[src/hw/sync_volt_freq_converter_pkg.sv]
// Package of constants for the gated-count converter controller
// Functional notes
// RQ1: Converter samples on fall, outputs on rise
// RQ2: At most one converter pulse per two clocks
// RQ3: Gate derived from the converter clock itself
// RQ4: Count converter pulses throughout each gate
// RQ5: Gate lasts 2N converter clock cycles
// RQ6: Binary divider chain makes the gate
// RQ7: Support N of 4096,10000,16384,20000,65536
// RQ8: Gate chosen as multiple of line period
// RQ9: Delta mode idles at quarter clock rate
// RQ10: Delta rate rises or falls with input slope
// RQ11: Capture isolated converter pulses in flip-flop
// RQ12: Chopper drive divides by two, complementary
// RQ13: Converter clock equals chopper frequency, 125 kHz
// RQ14: Decoders use inverted clock phases per channel
// RQ15: Clear count at gate start, hold at end
package sync_volt_freq_converter_pkg;
  // System clock rate
  localparam int unsigned CLK_HZ          = 40000000;
  // Converter and chopper clock rate
  localparam int unsigned CONV_CLK_HZ     = 125000;
  // System cycles per converter clock half period
  localparam int unsigned CONV_HALF_CYC   = CLK_HZ / (2 * CONV_CLK_HZ);
  // Width of the half-period counter
  localparam int unsigned HALF_W          = 8;
  // Result width, wide enough for N of 65536
  localparam int unsigned RES_W           = 17;
  // Code-count selections
  localparam logic [2:0]  NSEL_4096       = 3'h0;
  localparam logic [2:0]  NSEL_10000      = 3'h1;
  localparam logic [2:0]  NSEL_16384      = 3'h2;
  localparam logic [2:0]  NSEL_20000      = 3'h3;
  localparam logic [2:0]  NSEL_65536      = 3'h4;
  // Code counts
  localparam logic [16:0] N_4096          = 17'h01000;
  localparam logic [16:0] N_10000         = 17'h02710;
  localparam logic [16:0] N_16384         = 17'h04000;
  localparam logic [16:0] N_20000         = 17'h04E20;
  localparam logic [16:0] N_65536         = 17'h10000;
  // Gate controller states
  typedef enum logic [1:0] {SYNC_VOLT_FREQ_CONVERTER_IDLE, SYNC_VOLT_FREQ_CONVERTER_GATE} sync_volt_freq_converter_state_t;
endpackage

[src/hw/sync_volt_freq_converter_sync.sv]
// Two-flop synchroniser for one pin input
`timescale 1ns/1ps
`default_nettype none
module sync_volt_freq_converter_sync (
  input  wire logic i_mclk,
  input  wire logic i_rstn,
  input  wire logic i_async,
  output logic      o_sync
);
  logic meta_q;  // First stage, read only by second
  logic meta_d;
  logic sync_q;  // Second stage
  logic sync_d;
  // Next values
  always_comb begin
    meta_d = i_async;
    sync_d = meta_q;
  end
  // Registers
  always_ff @(posedge i_mclk or negedge i_rstn) begin
    if (!i_rstn) begin
      // Rest at the pull-up level so no false step follows reset
      meta_q <= 1'b1;
      sync_q <= 1'b1;
    end else begin
      meta_q <= meta_d;
      sync_q <= sync_d;
    end
  end
  assign o_sync = sync_q;
endmodule
`default_nettype wire

[src/hw/sync_volt_freq_converter_clkgen.sv]
// Divider that makes the converter clock and chopper drive
`timescale 1ns/1ps
`default_nettype none
module sync_volt_freq_converter_clkgen #(
  parameter int unsigned HALF_CYC = sync_volt_freq_converter_pkg::CONV_HALF_CYC
) (
  input  wire logic i_mclk,
  input  wire logic i_rstn,
  output logic      o_conv_clk,
  output logic      o_rise,
  output logic      o_fall
);
  logic [sync_volt_freq_converter_pkg::HALF_W-1:0] cnt_q;  // Half-period counter
  logic [sync_volt_freq_converter_pkg::HALF_W-1:0] cnt_d;
  logic                        clk_q;  // Converter clock level
  logic                        clk_d;
  logic                        rise_q; // Pulse with the rising edge
  logic                        rise_d;
  logic                        fall_q; // Pulse with the falling edge
  logic                        fall_d;
  localparam int unsigned                 LAST_I = HALF_CYC - 1;  // Last count value
  localparam logic [sync_volt_freq_converter_pkg::HALF_W-1:0] LAST   = LAST_I[sync_volt_freq_converter_pkg::HALF_W-1:0];
  // Toggle the clock every half period for an exact 50% duty
  always_comb begin
    cnt_d  = cnt_q + 1'b1;
    clk_d  = clk_q;
    rise_d = 1'b0;
    fall_d = 1'b0;
    if (cnt_q == LAST) begin
      cnt_d  = '0;
      clk_d  = ~clk_q; // RQ12
      rise_d = ~clk_q;
      fall_d = clk_q;
    end
  end
  // Registers
  always_ff @(posedge i_mclk or negedge i_rstn) begin
    if (!i_rstn) begin
      cnt_q  <= '0;
      clk_q  <= 1'b0;
      rise_q <= 1'b0;
      fall_q <= 1'b0;
    end else begin
      cnt_q  <= cnt_d;
      clk_q  <= clk_d;
      rise_q <= rise_d;
      fall_q <= fall_d;
    end
  end
  assign o_conv_clk = clk_q;
  assign o_rise     = rise_q;
  assign o_fall     = fall_q;
endmodule
`default_nettype wire

[src/hw/sync_volt_freq_converter_gated_count_adc.sv]
// Gated pulse counter that turns the converter into an A-to-D converter
`timescale 1ns/1ps
`default_nettype none
module sync_volt_freq_converter_gated_count_adc #(
  parameter int unsigned HALF_CYC = sync_volt_freq_converter_pkg::CONV_HALF_CYC,
  parameter int unsigned RES_W    = sync_volt_freq_converter_pkg::RES_W
) (
  input  wire logic             i_mclk,
  input  wire logic             i_rstn,
  input  wire logic             i_start,      // Start one conversion (pulse)
  input  wire logic             i_continuous, // Restart after every gate
  input  wire logic [2:0]       i_nsel,       // Code-count selection
  input  wire logic             i_freq_out,   // Converter open-collector output
  output logic                  o_conv_clk,   // Converter clock
  output logic                  o_chop_p,     // Chopper drive, true phase
  output logic                  o_chop_n,     // Chopper drive, inverted phase
  output logic                  o_conv_clk_n, // Inverted phase for decoders
  output logic                  o_busy,       // Gate open
  output logic                  o_done,       // Result valid pulse
  output logic                  o_overrange,  // Count exceeded rate bound
  output logic [RES_W-1:0]      o_result      // Held conversion result
);
  // Overview of operation
  // The converter clock is made here by an even divider of the system
  // clock, so the gate and the converter run from one time base.
  // A slow drift of the system clock stretches the gate and lowers the
  // converter full-scale rate by the same factor, so the count, being
  // a ratio of the two, does not move with it.
  // Clock path
  // The divider toggles its level every HALF_CYC system cycles.
  // It also gives one-cycle strobes that line up with its own rise
  // and fall, so the counting logic never looks at a derived clock.
  // The same level drives the chopper pair and the decoder phase.
  // All pins leave through one more flop each, so they move together
  // one system cycle after the strobes.
  // Pulse path
  // The converter output is open collector with a pull-up, so the line
  // idles high and a pulse is a low level of one converter clock.
  // The pin passes a two-flop synchroniser first.
  // The synchronised level is latched once per converter clock, on the
  // rise strobe, which is before the pin flop moves the clock pin high.
  // The value latched therefore belongs to the converter period that
  // just ended, and the line has had most of a full converter period to settle.
  // A pulse is taken as a high-to-low step between two latched values,
  // judged on the fall strobe, so one low period counts exactly once.
  // Gate path
  // A start, or the continuous level, is taken only on a rise strobe.
  // That aligns the gate with the converter clock; a start held across
  // several strobes still opens one gate, since the gate is busy then.
  // The gate length is 2N converter clocks, loaded from the selection.
  // The counter is cleared as the gate opens and copied to the result
  // register as it closes; the done strobe marks that copy.
  // A start that arrives while the gate is open is ignored.
  // Rate check
  // The converter cannot legally give two pulses on adjacent clocks.
  // If that is seen inside a gate, the overrange flag is raised and
  // held until the next gate opens, so software sees it with the
  // result of the gate in which it happened.
  // Limits
  // The pulse must stay low for at least one latch point, so the
  // converter one-shot must not be set shorter than a converter clock
  // minus the synchroniser delay.
  // HALF_CYC must be at least two, or the synchroniser delay would
  // reach past the next latch point.
  // The result register is RES_W bits, which holds the largest code
  // count plus one without wrapping.
  // Changing the selection while the gate is open has no effect on the
  // running gate; it is read only when the gate opens.
  // Reset
  // The outside reset is applied at once and released through two
  // flops, so every register leaves reset on the same system edge.
  // The inverted pins rest high in reset so the pairs stay opposite.
  logic rst_a_q;  // Reset release stage one
  logic rst_b_q;  // Reset release stage two
  logic rstn;     // Released reset
  // Reset release through two flops
  always_ff @(posedge i_mclk or negedge i_rstn) begin
    if (!i_rstn) begin
      rst_a_q <= 1'b0;
      rst_b_q <= 1'b0;
    end else begin
      rst_a_q <= 1'b1;
      rst_b_q <= rst_a_q;
    end
  end
  assign rstn = rst_b_q;

  logic clk_lvl;   // Converter clock level
  logic clk_rise;  // Rising edge pulse
  logic clk_fall;  // Falling edge pulse
  // Converter clock and chopper drive share one 125 kHz source
  sync_volt_freq_converter_clkgen #(
    .HALF_CYC (HALF_CYC)
  ) u_clkgen (
    .i_mclk     (i_mclk),
    .i_rstn     (rstn),
    .o_conv_clk (clk_lvl),
    .o_rise     (clk_rise),
    .o_fall     (clk_fall)
  ); // RQ13

  logic fo_sync;  // Synchronised converter output
  // Pin passes two flops before any logic
  sync_volt_freq_converter_sync u_sync (
    .i_mclk  (i_mclk),
    .i_rstn  (rstn),
    .i_async (i_freq_out),
    .o_sync  (fo_sync)
  );

  // Gate state
  sync_volt_freq_converter_pkg::sync_volt_freq_converter_state_t st_q;
  sync_volt_freq_converter_pkg::sync_volt_freq_converter_state_t st_d;
  logic [RES_W:0]   gate_q;   // Converter clocks left in gate
  logic [RES_W:0]   gate_d;
  logic [RES_W-1:0] cnt_q;    // Pulse counter
  logic [RES_W-1:0] cnt_d;
  logic [RES_W-1:0] res_q;    // Held result
  logic [RES_W-1:0] res_d;
  logic             done_q;
  logic             done_d;
  logic             ovr_q;
  logic             ovr_d;
  logic             cap_q;    // Captured output level
  logic             cap_d;
  logic             prev_q;   // Previous captured level
  logic             prev_d;
  logic             lastp_q;  // Pulse seen on previous converter clock
  logic             lastp_d;
  logic             pulse;    // New pulse this converter falling edge
  logic [16:0]      ncodes;   // Selected N
  logic [RES_W:0]   gate_len; // 2N converter clocks

  // Select the code count
  always_comb begin
    case (i_nsel)
      sync_volt_freq_converter_pkg::NSEL_4096:  ncodes = sync_volt_freq_converter_pkg::N_4096;
      sync_volt_freq_converter_pkg::NSEL_10000: ncodes = sync_volt_freq_converter_pkg::N_10000;
      sync_volt_freq_converter_pkg::NSEL_16384: ncodes = sync_volt_freq_converter_pkg::N_16384;
      sync_volt_freq_converter_pkg::NSEL_20000: ncodes = sync_volt_freq_converter_pkg::N_20000;
      sync_volt_freq_converter_pkg::NSEL_65536: ncodes = sync_volt_freq_converter_pkg::N_65536;
      default:              ncodes = sync_volt_freq_converter_pkg::N_4096;
    endcase // RQ7
    // Gate time is the converter clock period times 2N; pick the clock
    // so that this is a whole number of line periods
    gate_len = (RES_W+1)'({ncodes, 1'b0}); // RQ5 RQ8
  end

  // Converter output is active low; judge the levels latched on the rise a half period later, on the fall
  assign pulse = clk_fall & ~cap_q & prev_q; // RQ1

  // Gate and counting logic
  always_comb begin
    st_d    = st_q;
    gate_d  = gate_q;
    cnt_d   = cnt_q;
    res_d   = res_q;
    done_d  = 1'b0;
    ovr_d   = ovr_q;
    cap_d   = cap_q;
    prev_d  = prev_q;
    lastp_d = lastp_q;
    // Latch the isolated output once per converter clock
    if (clk_rise) begin
      prev_d = cap_q;
      cap_d  = fo_sync; // RQ11
    end
    case (st_q)
      sync_volt_freq_converter_pkg::SYNC_VOLT_FREQ_CONVERTER_IDLE: begin
        if ((i_start || i_continuous) && clk_rise) begin
          st_d    = sync_volt_freq_converter_pkg::SYNC_VOLT_FREQ_CONVERTER_GATE;
          gate_d  = gate_len;   // RQ3
          cnt_d   = '0;         // RQ15
          ovr_d   = 1'b0;
          lastp_d = 1'b0;
        end
      end
      sync_volt_freq_converter_pkg::SYNC_VOLT_FREQ_CONVERTER_GATE: begin
        if (pulse) begin
          cnt_d   = cnt_q + 1'b1; // RQ4
          lastp_d = 1'b1;
          // Back-to-back pulses break the half-clock bound
          if (lastp_q) begin
            ovr_d = 1'b1; // RQ2
          end
        end else if (clk_fall) begin
          lastp_d = 1'b0;
        end
        if (clk_rise) begin
          gate_d = gate_q - 1'b1; // RQ6
          if (gate_q == (RES_W+1)'(1)) begin
            st_d   = sync_volt_freq_converter_pkg::SYNC_VOLT_FREQ_CONVERTER_IDLE;
            res_d  = cnt_q;        // RQ15
            done_d = 1'b1;
          end
        end
      end
      default: begin
        st_d = sync_volt_freq_converter_pkg::SYNC_VOLT_FREQ_CONVERTER_IDLE;
      end
    endcase
  end

  // Registers
  always_ff @(posedge i_mclk or negedge rstn) begin
    if (!rstn) begin
      st_q    <= sync_volt_freq_converter_pkg::SYNC_VOLT_FREQ_CONVERTER_IDLE;
      gate_q  <= '0;
      cnt_q   <= '0;
      res_q   <= '0;
      done_q  <= 1'b0;
      ovr_q   <= 1'b0;
      cap_q   <= 1'b1;
      prev_q  <= 1'b1;
      lastp_q <= 1'b0;
    end else begin
      st_q    <= st_d;
      gate_q  <= gate_d;
      cnt_q   <= cnt_d;
      res_q   <= res_d;
      done_q  <= done_d;
      ovr_q   <= ovr_d;
      cap_q   <= cap_d;
      prev_q  <= prev_d;
      lastp_q <= lastp_d;
    end
  end

  // Output flops for clocks and chopper phases
  logic cclk_q;   // Converter clock pin
  logic cclk_d;
  logic cclkn_q;  // Inverted phase pin
  logic cclkn_d;
  logic chp_q;    // Chopper true phase pin
  logic chp_d;
  logic chn_q;    // Chopper inverted phase pin
  logic chn_d;
  logic busy_q;   // Gate open pin
  logic busy_d;
  // Next values of the pin flops; all phases move on one system edge
  always_comb begin
    cclk_d  = clk_lvl;
    cclkn_d = ~clk_lvl;  // RQ14
    chp_d   = clk_lvl;   // RQ12
    chn_d   = ~clk_lvl;
    busy_d  = (st_d == sync_volt_freq_converter_pkg::SYNC_VOLT_FREQ_CONVERTER_GATE);
  end
  // Pin registers; the inverted phases rest high in reset
  always_ff @(posedge i_mclk or negedge rstn) begin
    if (!rstn) begin
      cclk_q  <= 1'b0;
      cclkn_q <= 1'b1;
      chp_q   <= 1'b0;
      chn_q   <= 1'b1;
      busy_q  <= 1'b0;
    end else begin
      cclk_q  <= cclk_d;
      cclkn_q <= cclkn_d;
      chp_q   <= chp_d;
      chn_q   <= chn_d;
      busy_q  <= busy_d;
    end
  end

  assign o_conv_clk   = cclk_q;
  assign o_conv_clk_n = cclkn_q;
  assign o_chop_p     = chp_q;
  assign o_chop_n     = chn_q;
  assign o_busy       = busy_q;
  assign o_done       = done_q;
  assign o_overrange  = ovr_q;
  assign o_result     = res_q;
endmodule
`default_nettype wire

[config.mk]
export PLATFORM = sky130hd
export DESIGN_NAME = sync_volt_freq_converter_gated_count_adc
export DESIGN_NICKNAME = d
export VERILOG_FILES = /design/src/hw/sync_volt_freq_converter_pkg.sv /design/src/hw/sync_volt_freq_converter_sync.sv /design/src/hw/sync_volt_freq_converter_clkgen.sv /design/src/hw/sync_volt_freq_converter_gated_count_adc.sv
export SDC_FILE = /design/constraint.sdc
export NUM_CORES = 1
export LEC_CHECK = 0
export BUFFER_PORTS_ARGS = -buffer_cell sky130_fd_sc_hd__buf_2
export CAP_MARGIN = 15
export CORE_MARGIN = 5
export CORE_UTILIZATION = 55
export DETAILED_ROUTE_END_ITERATION = 8
export PLACE_DENSITY = 0.74
export RECOVER_POWER = 25
export SYNTH_ARGS = -nofsm -noshare
export SYNTH_HDL_FRONTEND = slang
export SYNTH_SLANG_ARGS = --single-unit
[constraint.sdc]
create_clock -name i_mclk -period 3.95 [get_ports i_mclk]
set_clock_uncertainty 0.2 [all_clocks]
set_input_delay 0.79 -clock i_mclk [delete_from_list [all_inputs] [get_ports i_mclk]]
set_output_delay 0.79 -clock i_mclk [all_outputs]
set_load 0.03 [all_outputs]
* After elaboration in Yosys (flattened, before gate mapping)
Index checks and enable logic that the tools add are counted.
** Storage, ports and cells
- Flip-flop bits (word level) :: 77
- Bits in latches :: 0
- RAM bits :: 0
- Memory bits (read-only) :: 0
- Bits of input ports :: 8
- Output and inout bits :: 24
- Memories :: 0
** Operators by class
- Add/subtract/negate cells :: 3
- Multipliers :: 0
- Div/mod/pow operators :: 0
- Magnitude comparators :: 0
- Equal/unequal tests :: 13
- Shift-type cells :: 0
- Muxes and demuxes :: 24
- Bitwise gates (word level) :: 4
- Reductions and logical operators :: 9
** Operators with widths (count)
- $pmux 17 s4 :: 1
- $mux 18 :: 2
- $pmux 18 s2 :: 1
- $mux 17 :: 2
- $pmux 17 s2 :: 1
- $eq 18x1->1 const B :: 1
- $sub 18x1->18 const B :: 1
- $add 17x1->17 const B :: 1
- $reduce_and 3->1 :: 4
- $mux 1 :: 10
- $add 8x1->8 const B :: 1
- $eq 8x8->1 const B :: 1
- $mux 8 :: 1
- $eq 3x2->1 const B :: 2
- $mux 2 :: 3
- $ne 2x2->1 const B :: 3
- $eq 2x1->1 const B :: 2
- $pmux 1 s2 :: 2
- $pmux 2 s2 :: 1
- $reduce_and 4->1 :: 1
- $eq 3x1->1 const B :: 1
- $eq 3x3->1 const B :: 1
- $ne 3x2->1 const B :: 1
- $and 1x1->1 :: 2
- other kinds (6) :: 7

* Depth between registers and ports, before layout
- Word-level depth :: 5
- Depth in mapped cells :: 7
- Gate-level depth less buffers :: 6

* Modules after synthesis
Synthesis repeated with hierarchy kept, for this count alone.
** Second synthesis, totals
- Cell total of the unflattened synthesis :: 332
- Area total of the unflattened synthesis :: 3656.0 um^2
** By module, submodules not included
- sync_volt_freq_converter_gated_count_adc :: times used 1, cells each 293, area an instance 3138.0 um^2, seq. area each 1605.3 um^2
- sync_volt_freq_converter_clkgen :: times used 1, cells each 37, area an instance 465.4 um^2, seq. area each 275.3 um^2
- sync_volt_freq_converter_sync :: times used 1, cells each 2, area an instance 52.6 um^2, seq. area each 52.6 um^2

* Worst setup path before layout
OpenSTA, ideal clock, no wires.
- Kind :: register to register
- From :: reg gate_q[2]
- To :: reg res_q[0] (netlist: o_result[0])
- Data arrival time :: 2.153 ns
- Data required time :: 3.625 ns
- Setup slack :: 1.473 ns
- Stages on the path, launching flop included :: 6
- Path buffers :: 1
- Path through :: dfrtp_1 > nor4_4 > nand3_4 > nor4_4 > buf_6 > mux2_2
** On the way
- Longest elaborated chain between the ends :: 2
** Ends and longest elaborated chain
- start: declaration :: RTL line sync_volt_freq_converter_gated_count_adc.sv:114 : logic [RES_W:0] gate_q;
- start signal: assignment :: RTL line sync_volt_freq_converter_gated_count_adc.sv:218 : gate_q <= gate_d;
- $eq 18x1->1 :: RTL line sync_volt_freq_converter_gated_count_adc.sv:191 : if (gate_q == (RES_W+1)'(1)) begin
- $reduce_and 3->1 (no line)
- end signal: assignment :: RTL line sync_volt_freq_converter_gated_count_adc.sv:220 : res_q <= res_d;
- end: declaration :: RTL line sync_volt_freq_converter_gated_count_adc.sv:118 : logic [RES_W-1:0] res_q;
Every way passes these cells.
A chain may end at the register's enable or synchronous reset.

* Final worst setup path
- From :: reg gate_q[2]
- To :: reg res_q[3] (netlist: o_result[3])
Same word-level chain as after synthesis.

==> results_tabular.tex <==
\begin{tabular}{lr}
\hline
Metric & Value \\
\hline
\multicolumn{2}{l}{\textbf{Yosys}} \\
\quad Area of the mapped netlist & 3730 um\^{}2 \\
\quad Post-synthesis instance total & 346 \\
\quad Post-synthesis xor/xnor area fraction & 0.0305 \\
\quad Async set or reset register ratio after synthesis & 1.00 \\
\quad Flops \& latches, synth & between 70 and 80 \\
\quad Share of synthesized area spent on multiplexers & 0.0762 \\
\quad Post-synthesis compound-gate area fraction & 0.112 \\
\quad Sequential fraction of the synthesis area & 0.518 \\
\quad Net count after synthesis & 358 \\
\quad Post-synth cell types & 59 \\
\quad Post-Synth Simple-Gate Area & 0.220 \\
\quad Main combinational cell family by area after synthesis & simple AND/OR/NAND/NOR gates \\
\quad Warnings, synthesis & 0 \\
\quad Leading register cell type out of synthesis & sky130\_fd\_sc\_hd\_\_dfrtp\_1 \\
\quad Average footprint of a synthesized cell & between 10 and 15 um\^{}2 \\
\quad Adder and majority cell fraction of the synthesized area & 0.0134 \\
\quad Count of flip-flops with a built-in enable after synthesis & 0 \\
\multicolumn{2}{l}{\textbf{Die}} \\
\quad Core area & roughly 6700 um\^{}2 \\
\quad Std cell rows & 30 \\
\quad Die Y-Extent & 92.3 um \\
\quad Initial Util & 0.558 \\
\quad Full die area & 8530 um\^{}2 \\
\quad I/O pin cnt & 32 \\
\quad Die X & 92.3 um \\
\multicolumn{2}{l}{\textbf{Timing}} \\
\quad Fmax & roughly 390 MHz \\
\quad Share of the clock period used by the worst path & 0.655 \\
\quad Unrepaired setup endpoints after global routing & false \\
\quad Worst Tran Pin Value & about 1200 ps \\
\quad Normalized max-slew margin & 0.196 \\
\quad Count of pins over their slew limit & 0 \\
\quad Final count of hold timing violations & 0 \\
\quad Sum of negative setup slack & 0 ps \\
\quad Final-report setup violation count & 0 \\
\quad Tmin final & between 2000 and 3000 ps \\
\quad Fin Hold WS & 151 ps \\
\multicolumn{2}{l}{\textbf{Worst setup path}} \\
\quad Type of element launching the critical path & flop \\
\quad Cell repeated most along the worst path & sky130\_fd\_sc\_hd\_\_nor4\_4 \\
\quad Signal arrival time at the worst endpoint & 2620 ps \\
\quad CP bufs+invs & 1 \\
\quad Reg-to-reg setup timing slack & between 1000 and 1500 ps \\
\quad Cell breakdown of the critical path & nor4\_4, nand3\_4, nor4\_4, buf\_4, mux2\_2 \\
\quad CP Data Required Time & 3980 ps \\
\quad Critical Path Sink Type & flop \\
\quad End of the worst register-to-register path & o\_result[3] \\
\quad Master of the slowest instance on the critical path & sky130\_fd\_sc\_hd\_\_nor4\_4 \\
\quad Crit-path max cell delay & approximately 590 ps \\
\quad R2r startpoint & gate\_q[2] \\
\quad Dominant delay contributor by cell family on the critical path & simple AND/OR/NAND/NOR gates \\
\quad Critical Setup Path Class & reg -> reg \\
\quad Depth of the most critical reg-to-reg path & 5 \\
\quad Worst Path Max Fanout & 18 \\
\multicolumn{2}{l}{\textbf{Cells and area}} \\
\quad Leading cell types in the layout, fill and taps excluded & sky130\_fd\_sc\_hd\_\_dfrtp\_1, sky130\_fd\_sc\_hd\_\_nand2\_1, sky130\_fd\_sc\_hd\_\_buf\_2, sky130\_fd\_sc\_hd\_\_nor2\_1, sky130\_fd\_sc\_hd\_\_mux2\_2 \\
\quad Sequential cell area & approximately 1900 um\^{}2 \\
\quad Area growth syn-to-layout & 12.0\% \\
\quad Filler cell count in the final layout & $\sim$570 \\
\quad Summed area of non-filler cells in the final layout & between 4000 and 5000 um\^{}2 \\
\quad Finished Layout Cells & 465 \\
\quad Antenna diode count & 0 \\
\quad Most common cell after layout, fill and taps aside & sky130\_fd\_sc\_hd\_\_dfrtp\_1 \\
\quad Fraction of final layout cells with drive strength greater than 1 & 0.221 \\
\quad Footprint of the multi-input gates & 1690 um\^{}2 \\
\quad Final nets & slightly below 400 \\
\multicolumn{2}{l}{\textbf{GRT}} \\
\quad Wire length of the first global-routing pass & 13600 um \\
\quad Number of global-route vias before repair & approximately 2.8k \\
\quad Total track usage & 0.201 \\
\quad Total gr overflow & 0 \\
\quad Antenna violations before repair & 0 \\
\quad Maximum number of pins on one net before global-route repair & 33 \\
\multicolumn{2}{l}{\textbf{Power}} \\
\quad Standby leakage power & 1.85 nW \\
\quad Largest voltage drop on the vdd net & between 0.0003 and 0.0004 V \\
\quad Power density over the cells & around 360 nW/um\^{}2 \\
\multicolumn{2}{l}{\textbf{Min path}} \\
\quad Hold Crit Endpoint & u\_sync.o\_sync \\
\quad Worst Hold Depth & 0 \\
\quad Type of the tightest min-delay check & reg -> reg \\
\quad Hold Crit Start & u\_sync.meta\_q \\
\multicolumn{2}{l}{\textbf{Detailed routing}} \\
\quad Total wirelength of the detailed-routed design & approximately 8000 um \\
\quad Via/cell ratio & 6.00 \\
\quad Routed wire per std cell & 17.0 um \\
\quad Residual DRC & 0 \\
\quad Remaining number of nets flagged by the antenna check after routing & 0 \\
\quad Vias after detailed routing & roughly 2.8k \\
\quad Number of violations reported at the end of detailed-routing iteration 0 & $\sim$130 \\
\quad TritonRoute pass-1 iters & 5 \\
\multicolumn{2}{l}{\textbf{CTS}} \\
\quad Clock latency reported for the late side of the worst-skew pair & approximately 350 ps \\
\quad Number of sinks handled by clock tree synthesis & between 70 and 80 \\
\quad Clock-pin slew reported for the worst setup and hold paths after clock tree synthesis & approximately 80 ps \\
\quad Root buffer cell & sky130\_fd\_sc\_hd\_\_clkbuf\_8 \\
\quad Post-CTS sizing & 0 \\
\quad Maximum buffer depth of the clock tree & 2 \\
\quad Clock tree from TritonCTS & done \\
\quad Number of clock buffers inserted by TritonCTS & 9 \\
\quad Maximum level of the CTS H-tree & 3 \\
\multicolumn{2}{l}{\textbf{Place}} \\
\quad HPWL after DPL & between 5000 and 6000 um \\
\quad Cells after DPL & around 450 \\
\quad Placed instance area & about 3900 um\^{}2 \\
\quad Number of input and output port buffers inserted & 31 \\
\quad Weighted congestion at the end of routability-driven global placement & between 0.8 and 0.9 \\
\multicolumn{2}{l}{\textbf{Flow run}} \\
\quad Maxcap violations & 0 \\
\multicolumn{2}{l}{\textbf{Status}} \\
\quad Outcome & complete, no violations \\
\hline
\end{tabular}
-- cells by family after synthesis --
| family | after synthesis |
|---|---|
| xor gates and xnor gates | 13 |
| and+or+nand+nor | 140 |
| DFF | 77 |
| adders and majority gates | 4 |
| other | 2 |
| buffers and inverters | 23 |
| AOI/OAI and AO/OA | 61 |
| muxes | 26 |
-- registers in the layout, summed over array words and instances (netlist names) --
signal	cells
cap_q	1
rst_b_q	1
o_chop_n	1
lastp_q	1
st_q	2
o_overrange	1
gate_q	18
u_sync.meta_q	1
o_done	1
o_result	17
u_clkgen.o_conv_clk	1
u_clkgen.o_rise	1
o_chop_p	1
u_clkgen.o_fall	1
rst_a_q	1
u_clkgen.cnt_q	8
cnt_q	17
prev_q	1
u_sync.o_sync	1
o_busy	1
-- Yosys cell counts (7+ instances only) --
library cell               number  area [um^2]
sky130_fd_sc_hd__dfrtp_1       72         1800
sky130_fd_sc_hd__nand2_1       30          113
sky130_fd_sc_hd__nor2_1        21         78.8
sky130_fd_sc_hd__mux2_2        19          214
sky130_fd_sc_hd__nand3_1       15         75.1
sky130_fd_sc_hd__o21ai_0       14         70.1
sky130_fd_sc_hd__a21oi_1       12         60.1
sky130_fd_sc_hd__clkbuf_1      10         37.5
sky130_fd_sc_hd__inv_1         10         37.5
sky130_fd_sc_hd__nor3_1         9         45.0
sky130_fd_sc_hd__or4_1          9         67.6
sky130_fd_sc_hd__xnor2_1        8         70.1
sky130_fd_sc_hd__mux2i_1        7         70.1
-- stage by stage --
step,setup slack (ps),power (W),utilization
floorplan,1460,0.000842,-
global placement,1400,0.000857,0.590
detailed placement,1380,0.000858,0.590
CTS,1370,0.00152,0.624
global route,1190,0.00156,0.625
finish,1360,0.00151,0.625
-- report_power, final --
group	switching [W]	internal (W)
logic	0.0000234	0.0000119
registers	0.0000116	0.000795
clock network	0.000290	0.000376
total	0.000325	0.00118
-- final cells by class --
cell class                      count  area share
Clock buffer                       11      0.0339
Clock inverter                      5      0.0198
Inverter                           10     0.00899
Multi-Input combinational cell    246       0.406
Sequential cell                    77       0.463
Tap cell                           80      0.0240
Timing Repair Buffer               36      0.0449
-- worst max-delay path by stage --
stage                          from           end  depth (start not counted)
CTS                       gate_q[2]  o_result[10]                          5
finish                    gate_q[2]   o_result[3]                          5
floorplan                   rst_b_q      cnt_q[0]                          0
global route        u_clkgen.o_rise     cnt_q[12]                          4
global placement          gate_q[2]  o_result[15]                          5
detailed placement        gate_q[2]   o_result[7]                          5
-- layer usage --
metal  vias to the layer above  GRT usage  routed length [um]
li1                       1341          -                   -
met1                      1369      0.273                3710
met2                        74      0.321                3730
met3                         7     0.0487                 378
met4                         0     0.0619                  86
met5                         -          0                   0
-- what timing repair did --
| action | CTS | global route |
|---|---|---|
| hold endpoints to repair | 0 | 2 |
| buffers inserted | 0 | 0 |
| hold buffers | 0 | 1 |
-- worst reg2reg max path, cell delays in order (launching register included) --
cell	delay, ps
sky130_fd_sc_hd__dfrtp_1	470
sky130_fd_sc_hd__nor4_4	590
sky130_fd_sc_hd__nand3_4	230
sky130_fd_sc_hd__nor4_4	310
sky130_fd_sc_hd__buf_4	310
sky130_fd_sc_hd__mux2_2	380
(Power assumes the default switching activity.)
